[src/rtl/bftc_pkg.sv]
// Purpose: Shared constants for the bit framing and antenna driver control block
// Assumes: 8-bit register data, 6-bit register address, 20 MHz system clock
// Notes: Every offset, field position, reset value and timing count lives here
package bftc_pkg;

  // Register offsets on the parallel host port
  localparam logic [5:0] ADDR_CRC_UPPER = 6'h0e;
  localparam logic [5:0] ADDR_BIT_FRAMING = 6'h0f;
  localparam logic [5:0] ADDR_DRIVER_CTRL = 6'h11;

  // Reset values
  localparam logic [7:0] RST_BIT_FRAMING = 8'h00;
  localparam logic [7:0] RST_DRIVER_CTRL = 8'h58;
  localparam logic [2:0] RST_FIELD3 = 3'h0;

  // Read answers that carry no state
  localparam logic [7:0] UNMAPPED_READ = 8'h00;
  localparam logic [7:0] CRC_UPPER_UNDEFINED = 8'h00;

  // Bit framing field positions
  localparam int RXOFF_LSB = 4;
  localparam int RXOFF_MSB = 6;
  localparam int TXCNT_LSB = 0;
  localparam int TXCNT_MSB = 2;

  // Driver control field positions
  localparam int MODSEL_LSB = 5;
  localparam int MODSEL_MSB = 6;
  localparam int INVB_BIT = 3;
  localparam int CWB_BIT = 2;
  localparam int RFB_BIT = 1;
  localparam int RFA_BIT = 0;

  // Modulator input select codes
  localparam logic [1:0] MOD_LOW = 2'h0;
  localparam logic [1:0] MOD_HIGH = 2'h1;
  localparam logic [1:0] MOD_ENCODER = 2'h2;
  localparam logic [1:0] MOD_EXTERNAL = 2'h3;

  // Byte geometry
  localparam logic [3:0] BITS_PER_BYTE = 4'h8;
  localparam logic [2:0] TOP_BIT_POS = 3'h7;

  // Bit period of the outgoing data stream and its cycle count
  localparam int CLK_PERIOD_NS = 50;
  localparam int BIT_TIME_NS = 9440;
  localparam logic [7:0] BIT_CYCLES = 8'(BIT_TIME_NS / CLK_PERIOD_NS);

endpackage

[src/rtl/bftc_ctrl_if.sv]
// Purpose: Carries control fields from the register bank to the sub-blocks
// Assumes: All members on the single system clock
// Notes: Clear request from the receive packer travels back to the registers
`timescale 1ns/100ps
interface bftc_ctrl_if;
  logic [2:0] rxOffset;
  logic rxOffsetClear;
  logic invB;
  logic cwB;
  logic rfEnA;
  logic rfEnB;

  modport regs (
    output rxOffset,
    output invB,
    output cwB,
    output rfEnA,
    output rfEnB,
    input rxOffsetClear
  );

  modport rx (
    input rxOffset,
    output rxOffsetClear
  );

  modport drv (
    input invB,
    input cwB,
    input rfEnA,
    input rfEnB
  );
endinterface

[src/rtl/bftc_driver_pair.sv]
// Purpose: Forms the two antenna driver outputs from carrier and modulator
// Assumes: Carrier and modulator already synchronised to the system clock
// Notes: Modulator high lets the carrier through, low blanks it, except on driver B in continuous wave mode
`timescale 1ns/100ps
module bftc_driver_pair (
  input wire logic clk,
  input wire logic rstn,
  bftc_ctrl_if.drv ctrl,
  input wire logic carrier,
  input wire logic modIn,
  output logic antennaDriverA,
  output logic antennaDriverB
);
  logic carrierB;

  // Driver B may run on the inverted carrier
  assign carrierB = ctrl.invB ? ~carrier : carrier;

  // Registered outputs; disabled drivers sit at a constant low
  always_ff @(posedge clk or negedge rstn) begin
    if (!rstn) begin
      antennaDriverA <= 1'b0;
      antennaDriverB <= 1'b0;
    end else begin
      antennaDriverA <= ctrl.rfEnA ? (carrier & modIn) : 1'b0;
      if (!ctrl.rfEnB) begin
        antennaDriverB <= 1'b0;
      end else if (ctrl.cwB) begin
        antennaDriverB <= carrierB;
      end else begin
        antennaDriverB <= carrierB & modIn;
      end
    end
  end
endmodule // bftc_driver_pair

[src/rtl/bftc_rx_packer.sv]
// Purpose: Packs received bits into bytes starting at a chosen bit position
// Assumes: Decoder strobes arrive on the system clock, one bit per strobe
// Notes: A part-filled byte is flushed at the end of a reception
`timescale 1ns/100ps
module bftc_rx_packer (
  input wire logic clk,
  input wire logic rstn,
  bftc_ctrl_if.rx ctrl,
  input wire logic rxStart,
  input wire logic rxBitValid,
  input wire logic rxBit,
  input wire logic rxDone,
  output logic [7:0] rxByte,
  output logic rxByteValid
);
  logic [2:0] bitPos_ff;
  logic [7:0] acc_ff;
  logic [7:0] nxt_acc;

  // Current bit dropped into its slot
  always_comb begin
    nxt_acc = acc_ff;
    nxt_acc[bitPos_ff] = rxBit;
  end

  // Position and accumulator; first bit lands at the chosen offset
  always_ff @(posedge clk or negedge rstn) begin
    if (!rstn) begin
      bitPos_ff <= 3'h0;
      acc_ff <= 8'h00;
    end else if (rxStart) begin
      bitPos_ff <= ctrl.rxOffset;
      acc_ff <= 8'h00;
    end else if (rxBitValid) begin
      bitPos_ff <= bitPos_ff + 3'h1;
      acc_ff <= (bitPos_ff == bftc_pkg::TOP_BIT_POS) ? 8'h00 : nxt_acc;
    end else if (rxDone) begin
      bitPos_ff <= 3'h0;
      acc_ff <= 8'h00;
    end
  end

  // Byte out when full, or partial byte at end of frame
  always_ff @(posedge clk or negedge rstn) begin
    if (!rstn) begin
      rxByte <= 8'h00;
      rxByteValid <= 1'b0;
    end else begin
      rxByteValid <= 1'b0;
      if (rxBitValid && bitPos_ff == bftc_pkg::TOP_BIT_POS) begin
        rxByte <= nxt_acc;
        rxByteValid <= 1'b1;
      end else if (rxDone && !rxStart && bitPos_ff != 3'h0) begin
        rxByte <= acc_ff;
        rxByteValid <= 1'b1;
      end
    end
  end

  // End of reception asks the registers to zero the offset
  assign ctrl.rxOffsetClear = rxDone;
endmodule // bftc_rx_packer

[src/rtl/bftc_top.sv]
// Purpose: Bit framing and antenna driver control register bank with datapath
// Assumes: Host pins asynchronous; decoder, FIFO and CRC engine on clk
// Notes: Carrier arrives from the oscillator and is resampled at 20 MHz
//
// Behaviour
// - CRC upper byte readable, valid when complete
// - Eight-bit CRC leaves upper byte undefined
// - Receive offset sets first bit position
// - Offset seven wraps second bit into next byte
// - Receive offset self-clears after reception
// - Final bit count; zero sends whole byte
// - Final bit count self-clears after transmission
// - Modulator input: low, high, encoder, external
// - Invert bit inverts carrier on driver B
// - Continuous wave bit gives unmodulated carrier on driver B
// - Continuous wave clear allows data modulation
// - Driver B enable: modulated carrier or constant
// - Driver A enable: modulated carrier or constant
`timescale 1ns/100ps
module bftc_top (
  input wire logic clk,
  input wire logic rstn,
  input wire logic hostCsN,
  input wire logic hostRdN,
  input wire logic hostWrN,
  input wire logic [5:0] hostAddr,
  input wire logic [7:0] hostDataIn,
  output logic [7:0] hostDataOut,
  output logic hostDataOe,
  input wire logic [15:0] crcResult,
  input wire logic crcCompleteFlag,
  input wire logic crcEightBit,
  input wire logic rxStart,
  input wire logic rxBitValid,
  input wire logic rxBit,
  input wire logic rxDone,
  output logic [7:0] rxByte,
  output logic rxByteValid,
  input wire logic txStart,
  input wire logic [7:0] txByte,
  input wire logic txByteValid,
  input wire logic txByteLast,
  output logic txByteReady,
  output logic txActive,
  output logic txDone,
  input wire logic carrierIn,
  input wire logic externalModulatorInput,
  output logic antennaDriverA,
  output logic antennaDriverB
);
  typedef enum logic [1:0] {TX_IDLE, TX_WAIT, TX_SHIFT} bftc_tx_e;

  bftc_ctrl_if ctrl ();

  // Host pin synchronisers, two stages each
  logic [2:0] strobeMeta_ff;
  logic [2:0] strobeSync_ff;
  logic [5:0] addrMeta_ff;
  logic [5:0] addrSync_ff;
  logic [7:0] dataMeta_ff;
  logic [7:0] dataSync_ff;
  logic wrPrev_ff;
  logic hostRead;
  logic hostWrite;

  // Carrier and external modulator synchronisers
  logic [1:0] analogMeta_ff;
  logic [1:0] analogSync_ff;

  // Register state
  logic [2:0] receiveBitOffset_ff;
  logic [2:0] transmitFinalBitCount_ff;
  logic [7:0] driverCtrl_ff;
  logic [7:0] readMux;

  // Transmit serializer
  bftc_tx_e txState_ff;
  logic [7:0] txShift_ff;
  logic [3:0] bitsLeft_ff;
  logic txLast_ff;
  logic [7:0] bitDiv_ff;
  logic bitTick;
  logic [3:0] finalBits;
  logic encoderOut;
  logic modulatorIn;

  // Strobes and buses cross from the host pins
  always_ff @(posedge clk or negedge rstn) begin
    if (!rstn) begin
      strobeMeta_ff <= 3'h7;
      strobeSync_ff <= 3'h7;
      addrMeta_ff <= 6'h00;
      addrSync_ff <= 6'h00;
      dataMeta_ff <= 8'h00;
      dataSync_ff <= 8'h00;
    end else begin
      strobeMeta_ff <= {hostCsN, hostRdN, hostWrN};
      strobeSync_ff <= strobeMeta_ff;
      addrMeta_ff <= hostAddr;
      addrSync_ff <= addrMeta_ff;
      dataMeta_ff <= hostDataIn;
      dataSync_ff <= dataMeta_ff;
    end
  end

  // Carrier and external modulator cross from outside
  always_ff @(posedge clk or negedge rstn) begin
    if (!rstn) begin
      analogMeta_ff <= 2'h0;
      analogSync_ff <= 2'h0;
    end else begin
      analogMeta_ff <= {carrierIn, externalModulatorInput};
      analogSync_ff <= analogMeta_ff;
    end
  end

  // Write taken on the rising edge of the write strobe, data then stable
  always_ff @(posedge clk or negedge rstn) begin
    if (!rstn) begin
      wrPrev_ff <= 1'b1;
    end else begin
      wrPrev_ff <= strobeSync_ff[0];
    end
  end

  assign hostRead = !strobeSync_ff[2] && !strobeSync_ff[1];
  assign hostWrite = !strobeSync_ff[2] && strobeSync_ff[0] && !wrPrev_ff;

  // Receive offset; software write wins over the end-of-frame clear
  always_ff @(posedge clk or negedge rstn) begin
    if (!rstn) begin
      receiveBitOffset_ff <= bftc_pkg::RST_BIT_FRAMING[bftc_pkg::RXOFF_MSB:bftc_pkg::RXOFF_LSB];
    end else if (hostWrite && addrSync_ff == bftc_pkg::ADDR_BIT_FRAMING) begin
      receiveBitOffset_ff <= dataSync_ff[bftc_pkg::RXOFF_MSB:bftc_pkg::RXOFF_LSB];
    end else if (ctrl.rxOffsetClear) begin
      receiveBitOffset_ff <= bftc_pkg::RST_FIELD3;
    end
  end

  // Final bit count; cleared when the frame leaves
  always_ff @(posedge clk or negedge rstn) begin
    if (!rstn) begin
      transmitFinalBitCount_ff <= bftc_pkg::RST_BIT_FRAMING[bftc_pkg::TXCNT_MSB:bftc_pkg::TXCNT_LSB];
    end else if (hostWrite && addrSync_ff == bftc_pkg::ADDR_BIT_FRAMING) begin
      transmitFinalBitCount_ff <= dataSync_ff[bftc_pkg::TXCNT_MSB:bftc_pkg::TXCNT_LSB];
    end else if (txDone) begin
      transmitFinalBitCount_ff <= bftc_pkg::RST_FIELD3;
    end
  end

  // Driver control; fixed bits stored as written, host keeps them
  always_ff @(posedge clk or negedge rstn) begin
    if (!rstn) begin
      driverCtrl_ff <= bftc_pkg::RST_DRIVER_CTRL;
    end else if (hostWrite && addrSync_ff == bftc_pkg::ADDR_DRIVER_CTRL) begin
      driverCtrl_ff <= dataSync_ff;
    end
  end

  assign ctrl.rxOffset = receiveBitOffset_ff;
  assign ctrl.invB = driverCtrl_ff[bftc_pkg::INVB_BIT];
  assign ctrl.cwB = driverCtrl_ff[bftc_pkg::CWB_BIT];
  assign ctrl.rfEnA = driverCtrl_ff[bftc_pkg::RFA_BIT];
  assign ctrl.rfEnB = driverCtrl_ff[bftc_pkg::RFB_BIT];

  // Read decode; reserved framing bits read as zero
  always_comb begin
    case (addrSync_ff)
      bftc_pkg::ADDR_CRC_UPPER: begin
        // Host must check the complete flag itself; no gating on it here
        readMux = crcEightBit ? bftc_pkg::CRC_UPPER_UNDEFINED : crcResult[15:8];
      end
      bftc_pkg::ADDR_BIT_FRAMING: begin
        readMux = {1'b0, receiveBitOffset_ff, 1'b0, transmitFinalBitCount_ff};
      end
      bftc_pkg::ADDR_DRIVER_CTRL: begin
        readMux = driverCtrl_ff;
      end
      default: begin
        readMux = bftc_pkg::UNMAPPED_READ;
      end
    endcase
  end

  // Data bus driven one cycle after the synchronised read strobe
  always_ff @(posedge clk or negedge rstn) begin
    if (!rstn) begin
      hostDataOut <= 8'h00;
      hostDataOe <= 1'b0;
    end else begin
      hostDataOe <= hostRead;
      if (hostRead) begin
        hostDataOut <= readMux;
      end
    end
  end

  // Bit period divider, restarted with every loaded byte
  always_ff @(posedge clk or negedge rstn) begin
    if (!rstn) begin
      bitDiv_ff <= 8'h00;
    end else if (txState_ff != TX_SHIFT || bitTick) begin
      bitDiv_ff <= 8'h00;
    end else begin
      bitDiv_ff <= bitDiv_ff + 8'h01;
    end
  end

  assign bitTick = (txState_ff == TX_SHIFT) && (bitDiv_ff == bftc_pkg::BIT_CYCLES - 8'h01);

  // Zero count means the whole final byte goes out
  assign finalBits = (transmitFinalBitCount_ff == 3'h0) ? bftc_pkg::BITS_PER_BYTE
                                                        : {1'b0, transmitFinalBitCount_ff};

  // Serializer sequence, LSB first
  always_ff @(posedge clk or negedge rstn) begin
    if (!rstn) begin
      txState_ff <= TX_IDLE;
      txShift_ff <= 8'h00;
      bitsLeft_ff <= 4'h0;
      txLast_ff <= 1'b0;
      txDone <= 1'b0;
    end else begin
      txDone <= 1'b0;
      case (txState_ff)
        TX_IDLE: begin
          if (txStart) begin
            txState_ff <= TX_WAIT;
          end
        end
        TX_WAIT: begin
          if (txByteValid) begin
            txShift_ff <= txByte;
            bitsLeft_ff <= txByteLast ? finalBits : bftc_pkg::BITS_PER_BYTE;
            txLast_ff <= txByteLast;
            txState_ff <= TX_SHIFT;
          end
        end
        TX_SHIFT: begin
          if (bitTick) begin
            txShift_ff <= {1'b0, txShift_ff[7:1]};
            bitsLeft_ff <= bitsLeft_ff - 4'h1;
            if (bitsLeft_ff == 4'h1) begin
              txState_ff <= txLast_ff ? TX_IDLE : TX_WAIT;
              txDone <= txLast_ff;
            end
          end
        end
        default: begin
          txState_ff <= TX_IDLE;
        end
      endcase
    end
  end

  assign txByteReady = (txState_ff == TX_WAIT);
  assign txActive = (txState_ff != TX_IDLE);

  // Encoder idles high so an unused stream leaves the carrier on
  assign encoderOut = (txState_ff == TX_SHIFT) ? txShift_ff[0] : 1'b1;

  // Modulator source select
  always_comb begin
    case (driverCtrl_ff[bftc_pkg::MODSEL_MSB:bftc_pkg::MODSEL_LSB])
      bftc_pkg::MOD_LOW: begin
        modulatorIn = 1'b0;
      end
      bftc_pkg::MOD_HIGH: begin
        modulatorIn = 1'b1;
      end
      bftc_pkg::MOD_ENCODER: begin
        modulatorIn = encoderOut;
      end
      bftc_pkg::MOD_EXTERNAL: begin
        modulatorIn = analogSync_ff[0];
      end
      default: begin
        modulatorIn = 1'b0;
      end
    endcase
  end

  // Receive bit placement
  bftc_rx_packer rxPacker (
    .clk(clk),
    .rstn(rstn),
    .ctrl(ctrl.rx),
    .rxStart(rxStart),
    .rxBitValid(rxBitValid),
    .rxBit(rxBit),
    .rxDone(rxDone),
    .rxByte(rxByte),
    .rxByteValid(rxByteValid)
  );

  // Antenna driver pair
  bftc_driver_pair drivers (
    .clk(clk),
    .rstn(rstn),
    .ctrl(ctrl.drv),
    .carrier(analogSync_ff[1]),
    .modIn(modulatorIn),
    .antennaDriverA(antennaDriverA),
    .antennaDriverB(antennaDriverB)
  );
endmodule // bftc_top

[config.mk]
export PLATFORM = sky130hd
export DESIGN_NAME = bftc_top
export DESIGN_NICKNAME = d
export VERILOG_FILES = /design/src/rtl/bftc_pkg.sv /design/src/rtl/bftc_ctrl_if.sv /design/src/rtl/bftc_driver_pair.sv /design/src/rtl/bftc_rx_packer.sv /design/src/rtl/bftc_top.sv
export SDC_FILE = /design/constraint.sdc
export NUM_CORES = 1
export LEC_CHECK = 0
export BUFFER_PORTS_ARGS = -buffer_cell sky130_fd_sc_hd__buf_4
export CAP_MARGIN = 40
export CORE_ASPECT_RATIO = 0.9
export CORE_MARGIN = 5
export CORE_UTILIZATION = 55
export DETAILED_ROUTE_END_ITERATION = 10
export PLACE_DENSITY = 0.88
export SYNTH_ARGS = -nofsm -noshare
export SYNTH_HDL_FRONTEND = slang
export SYNTH_SLANG_ARGS = --single-unit
[constraint.sdc]
create_clock -name clk -period 2.7 [get_ports clk]
set_clock_uncertainty 0.2 [all_clocks]
set_input_delay 0.405 -clock clk [delete_from_list [all_inputs] [get_ports clk]]
set_output_delay 0.405 -clock clk [all_outputs]
set_load 0.01 [all_outputs]
==> flow_summary.ini, run 1 <==
[outcome]
status = finished, final reports clean

[synthesis]
ys_types = 50
synth_nets = 456
synth_edf_count = 0
ys_ff_latch = 108
synthCells = 396
yosysSeqAreaShare_pct = 58.4
synthArstFlopShare_pct = 100
synth_area_um2 = 4650
synthFlopType = dfrtp_1
synth-warning-count = 0
syn-mean-instance-area_um2 = 11.7

[global_routing]
grt_max_degree = 44
grt.total_usage_pct = 19.9
antenna_found_initial = 0
grt_pass1_vias = 3460
overflow = 0
grt_pass1_wl_um = 16600

[cells_and_area]
finalNonFillerCells = 587
layout_commonest_cell = dfrtp_1
fin_nets = 543
fin_area_um2 = 5660
mostFrequentLayoutCells = 98 x dfrtp_1, 73 x buf_4, 29 x o21ai_0, 21 x nand2_1, 20 x dlygate4sd3_1
syn_to_final_growth_pct = 21.8
drive_above_1_share_pct = 26.8
num_antenna_cells = 0

[setup_path]
cp-end-kind = register
critPathArrivalTime_ns = 2.43
cp_max_fo = 19
required_ns = 2.80
r2r_cells = 5
cp-start-kind = register
r2r_start = rxPacker.bitPos_ff[0]$_DFFE_PN0P_
r2r_slack_ns = 0.37
crit_type = reg -> reg
reg2reg_to = rxPacker.rxByte[3]$_DFFE_PN0P_

[cts]
cts_resized = 0
postCtsHoldBufs = 20
clk_latency_ns = 0.37
cts.clk_slew.worst_paths_ns = 0.12
cts_num_sinks = 108
cts_buffer_depth = 2
h-tree-depth = 3
post-cts-setup-buffers = 0
cts_made_buffers = 9
tritoncts = yes
cts_root_buffer = clkbuf_8

[drt]
vias = 3361
drcViolationCount = 0
dr.pass1.iters = 4
routedWlPerCell_um = 16.5
wirelength_um = 9710
viasPerCell = 5.73
drt_iter0_drc = 229
ant_nets = 0

[timing]
fmax_mhz = 429
slew_viol_final = 0
rsz0062_at_grt = false
worst_slew_pin_slew_ns = 0.861
finalHoldViolCount = 0
finalCritPeriodShare_pct = 86.3
setup_tns_ns = 0
period_needed_ns = 2.33
slew_headroom_pct = 42.5
setup_viol = 0

[pwr]
p_total_mw = 3.52
power.density_nw_per_um2 = 621
irDropWorstVdd_mv = 0.403
leakagePower_nw = 2.46

[die]
dieArea_um2 = 10400
num_rows = 31
start_util_pct = 57.1
die_w_um = 107
io_pins = 77
chipHeight_um = 97.2
coreArea_um2 = 8150

[place]
dp_cells = 551
post-dp-hpwl_um = 6660
place_area_um2 = 5250
port_buffers = 67
gp_congestion = 0.841

[flow_run]
drv_cap = 0

[hold_path]
worstHoldPathType = in -> reg
min_path_cells = 2
hold_path_end = txShift_ff[7]$_DFFE_PN0P_
hp-start = txByte[7]
## cells by family (layout without fill, tap and decap cells)
kind of cell	after synthesis	after routing	synth area share (%)
buffers and inverters	36	128	3.50
AOI/OAI and AO/OA	93	93	13.9
and+or+nand+nor	134	134	18.2
muxes	15	15	3.61
DFF	108	108	58.4
xor gates and xnor gates	4	4	0.754
adders and majority gates	6	6	1.62
## metrics by stage
step	utilization (%)	hold WS, ns	setup slack [ns]
global route	69.5	0.0382	0.248
CTS	69.5	0.0397	0.396
finish	69.5	0.0566	0.370
detailed placement	64.4	0.135	0.420
global placement	64.3	0.133	0.550
floorplan	-	-0.0906	0.585
## how the worst max path moves through the flow
stage / from / to / slack (ns) / depth (start not counted)
after global routing: rxPacker.bitPos_ff[0]$_DFFE_PN0P_ / rxPacker.rxByte[3]$_DFFE_PN0P_ / 0.25 / 5
after CTS: rxPacker.bitPos_ff[0]$_DFFE_PN0P_ / rxPacker.rxByte[3]$_DFFE_PN0P_ / 0.40 / 5
final: rxPacker.bitPos_ff[0]$_DFFE_PN0P_ / rxPacker.rxByte[3]$_DFFE_PN0P_ / 0.37 / 5
after detailed placement: rxPacker.bitPos_ff[0]$_DFFE_PN0P_ / rxPacker.rxByte[3]$_DFFE_PN0P_ / 0.42 / 5
after global placement: rxPacker.bitPos_ff[0]$_DFFE_PN0P_ / rxPacker.rxByte[6]$_DFFE_PN0P_ / 0.55 / 5
after floorplan: rxPacker.bitPos_ff[0]$_DFFE_PN0P_ / rxPacker.rxByte[4]$_DFFE_PN0P_ / 0.58 / 8
## state kept, by name, indices dropped and copies added, names as in the netlist, 8 cells and up
signal           count
bitDiv_ff            8
dataMeta_ff          8
dataSync_ff          8
driverCtrl_ff        8
hostDataOut          8
rxPacker.acc_ff      8
rxPacker.rxByte      8
txShift_ff           8
## metal layers
layer | routed length (um) | track usage (%) | part of all wire [%] | vias to the layer above
met4 | 199 | 6.98 | 2.1 | 0
met1 | 4110 | 24.8 | 42 | 1645
li1 | - | - | - | 1605
met5 | 0 | 0 | 0 | -
met3 | 499 | 5.51 | 5.1 | 15
met2 | 4900 | 33.3 | 50 | 96
## critical path: stages (launching register included)
cell and delay [ns]:
dfrtp_1 0.71, inv_1 0.14, ha_1 0.23, nor2b_1 0.27
or3b_2 0.53, a31oi_1 0.18
## where the power goes
| group | total (mW) | switching [mW] | internal, mW | leakage (nW) |
|---|---|---|---|---|
| logic | 0.587 | 0.285 | 0.301 | 1.01 |
| clock network | 0.996 | 0.616 | 0.379 | 0.106 |
| registers | 1.93 | 0.141 | 1.79 | 1.35 |
| total | 3.52 | 1.04 | 2.47 | 2.46 |
## Yosys cell counts, drive strengths merged (2+ instances only)
| cell type | n | share of area (%) |
|---|---|---|
| o211ai | 9 | 1.5 |
| ha | 6 | 1.6 |
| nand3b | 4 | 0.65 |
| nand2b | 10 | 1.3 |
| or3b | 6 | 1.1 |
| nand2 | 21 | 1.7 |
| and4b | 3 | 0.65 |
| o31a | 2 | 0.38 |
| o21ai | 29 | 3.1 |
| mux2 | 14 | 3.4 |
| clkbuf | 12 | 0.97 |
| nor4 | 3 | 0.40 |
| o2111a | 3 | 0.73 |
| dfstp | 10 | 5.7 |
| or4 | 3 | 0.48 |
| or3 | 8 | 1.2 |
| a31oi | 15 | 2.0 |
| nor2b | 10 | 1.3 |
| a211oi | 6 | 1.1 |
| xnor2 | 2 | 0.38 |
| nand4bb | 4 | 0.97 |
| nand3 | 13 | 1.7 |
| and2 | 7 | 0.94 |
| nor2 | 15 | 1.2 |
| o221a | 8 | 1.9 |
| xor2 | 2 | 0.38 |
| buf | 7 | 1.2 |
| inv | 17 | 1.4 |
| nor3 | 4 | 0.43 |
| a21oi | 13 | 1.4 |
| dfrtp | 98 | 53 |
| nand4 | 5 | 0.67 |
| o21a | 3 | 0.48 |
| nor3b | 13 | 2.1 |
## cell type report
type | count | area, um2
tap | 99 | 124
fill | 542 | 2480
sequential | 108 | 2720
timing repair buffer | 95 | 773
clock buffer | 9 | 124
inverter | 17 | 63.8
multi-input combinational | 252 | 1770
clock inverter | 7 | 91.3
Power figures use the tool's default switching activity.
==> inputs of run 2 (changes only) <==
--- a/config.mk
+++ b/config.mk
@@ -11,6 +11,7 @@
 export CORE_MARGIN = 5
 export CORE_UTILIZATION = 55
 export DETAILED_ROUTE_END_ITERATION = 10
+export MAX_ROUTING_LAYER = met4
 export PLACE_DENSITY = 0.88
 export SYNTH_ARGS = -nofsm -noshare
 export SYNTH_HDL_FRONTEND = slang
==> run 2 against run 1 <==
Sequential share of layout area unchanged. First-iteration DRC count grew 10%. Flip-flop and latch count stayed put. Register-to-register slack about the same.
==> flow_summary.ini, run 2 (synthesized netlist as in run 1, its figures left out) <==
[timing]
period_needed_ns = 2.33
fmax_mhz = 429
finalHoldViolCount = 0
slew_headroom_pct = 41.6
rsz0062_at_grt = false
finalCritPeriodShare_pct = 86.4
slew_viol_final = 0
setup_tns_ns = 0
worst_slew_pin_slew_ns = 0.874
setup_viol = 0

[cts]
h-tree-depth = 3
clk_latency_ns = 0.37
cts_resized = 0
cts_root_buffer = clkbuf_8
tritoncts = yes
cts_num_sinks = 108
cts_buffer_depth = 2
cts.clk_slew.worst_paths_ns = 0.11
cts_made_buffers = 9
post-cts-setup-buffers = 0

[place]
dp_cells = 551
port_buffers = 67
gp_congestion = 0.854
post-dp-hpwl_um = 6660

[cells_and_area]
drive_above_1_share_pct = 26.8
finalNonFillerCells = 587
layout_commonest_cell = dfrtp_1
num_antenna_cells = 0
mostFrequentLayoutCells = 98 x dfrtp_1, 73 x buf_4, 29 x o21ai_0, 21 x nand2_1, 20 x dlygate4sd3_1
fin_nets = 543
n_fill_cell = 542
syn_to_final_growth_pct = 21.8
multi_input_area_um2 = 1770
regArea_um2 = 2720

[pwr]
intPower_mw = 2.47
pwr-share-seq_pct = 55.0
power.density_nw_per_um2 = 620
irDropWorstVdd_mv = 0.403
p_total_mw = 3.51
switching_share_pct = 29.6
p_comb_share_pct = 16.7
switchingPower_mw = 1.04
clkPwrFrac_pct = 28.2
leakagePower_nw = 2.46

[global_routing]
antenna_found_initial = 0
overflow = 0
grt_max_degree = 44
grt.total_usage_pct = 20.5
grt_pass1_vias = 3463
grt_pass1_wl_um = 16600

[outcome]
status = finished, final reports clean

[hold_path]
worstHoldPathType = in -> reg
min_path_cells = 2

[drt]
routedWlPerCell_um = 16.5
vias = 3355
wirelength_um = 9670
drcViolationCount = 0
ant_nets = 0
viasPerCell = 5.72
drt_iter0_drc = 252
dr.pass1.iters = 5

[die]
dieArea_um2 = 10400
coreArea_um2 = 8150
chipHeight_um = 97.2
start_util_pct = 57.1
die_w_um = 107
io_pins = 77
num_rows = 31

[setup_path]
crit_type = reg -> reg
critPathArrivalTime_ns = 2.43
cp-start-kind = register
r2r_cells = 5
cp_max_fo = 19
required_ns = 2.80
cp-end-kind = register

[flow_run]
drv_cap = 0
-- run 2: cell counts in the layout (fill, tap and decap cells not counted) --
Identical to the previous run, type by type.
-- run 2: metal layers --
metal	vias to the layer above	share of wire, %	track usage (%)
met1	1640	42	25.0
met2	91	51	33.3
met3	21	4.6	5.38
li1	1603	-	-
met4	0	2.0	6.98
met5	-	0	-
-- run 2: area by class of cell --
cell class / instances / area share (%)
clock buffers: 9 / 2.19
well taps: 99 / 2.19
flip-flops and latches: 108 / 48.0
repair buffers: 95 / 13.7
multi-input cells: 252 / 31.3
clock inverters: 7 / 1.61
inverters: 17 / 1.13
-- run 2: per-stage QoR --
step	hold slack [ns]	setup slack, ns	util [%]	cell area (um2)
2_1_floorplan	-0.0906	0.585	-	4650
4_1_cts	0.0397	0.396	69.5	5660
3_5_place_dp	0.135	0.420	64.4	5250
3_3_place_gp	0.133	0.550	64.3	5230
6_report	0.0572	0.368	69.5	5660
5_1_grt	0.0382	0.248	69.5	5660
-- run 2: power groups by stage --
stage / Clock [mW] / Combinational (mW) / Sequential, mW
after detailed placement: 0 / 0.572 / 1.95
after global placement: 0 / 0.540 / 1.95
after floorplan: 0 / 0.361 / 1.92
after global routing: 1.09 / 0.663 / 1.96
final: 0.992 / 0.587 / 1.93
after CTS: 1.02 / 0.593 / 1.93
-- run 2: path summary, 6_finish.rpt --
| check | slack (ns) | startpoint | to |
|---|---|---|---|
| setup / recovery | 0.37 | rxPacker.bitPos_ff[0]$_DFFE_PN0P_ | rxPacker.rxByte[3]$_DFFE_PN0P_ |
| hold / removal | 0.06 | txByte[7] | txShift_ff[7]$_DFFE_PN0P_ |
| setup reg to reg | 0.37 | rxPacker.bitPos_ff[0]$_DFFE_PN0P_ | rxPacker.rxByte[3]$_DFFE_PN0P_ |
| hold reg to reg | 0.16 | dataMeta_ff[3]$_DFF_PN0_ | dataSync_ff[3]$_DFF_PN0_ |
| max in group asynchronous | 1.20 | rstn | bitsLeft_ff[1]$_DFFE_PN0P_ |
| min in group asynchronous | 0.33 | rstn | rxPacker.rxByte[3]$_DFFE_PN0P_ |
-- run 2: worst max-delay path, cell delays in order (launching register included) --
cell and delay (ns):
dfrtp_1 0.70, inv_1 0.14, ha_1 0.23, nor2b_1 0.27, or3b_2 0.53, a31oi_1 0.18
-- run 2: repair_timing --
item	CTS	global route
hold endpoints to repair	51	0
setup endpoints to repair	0	0
hold buffers	20	0
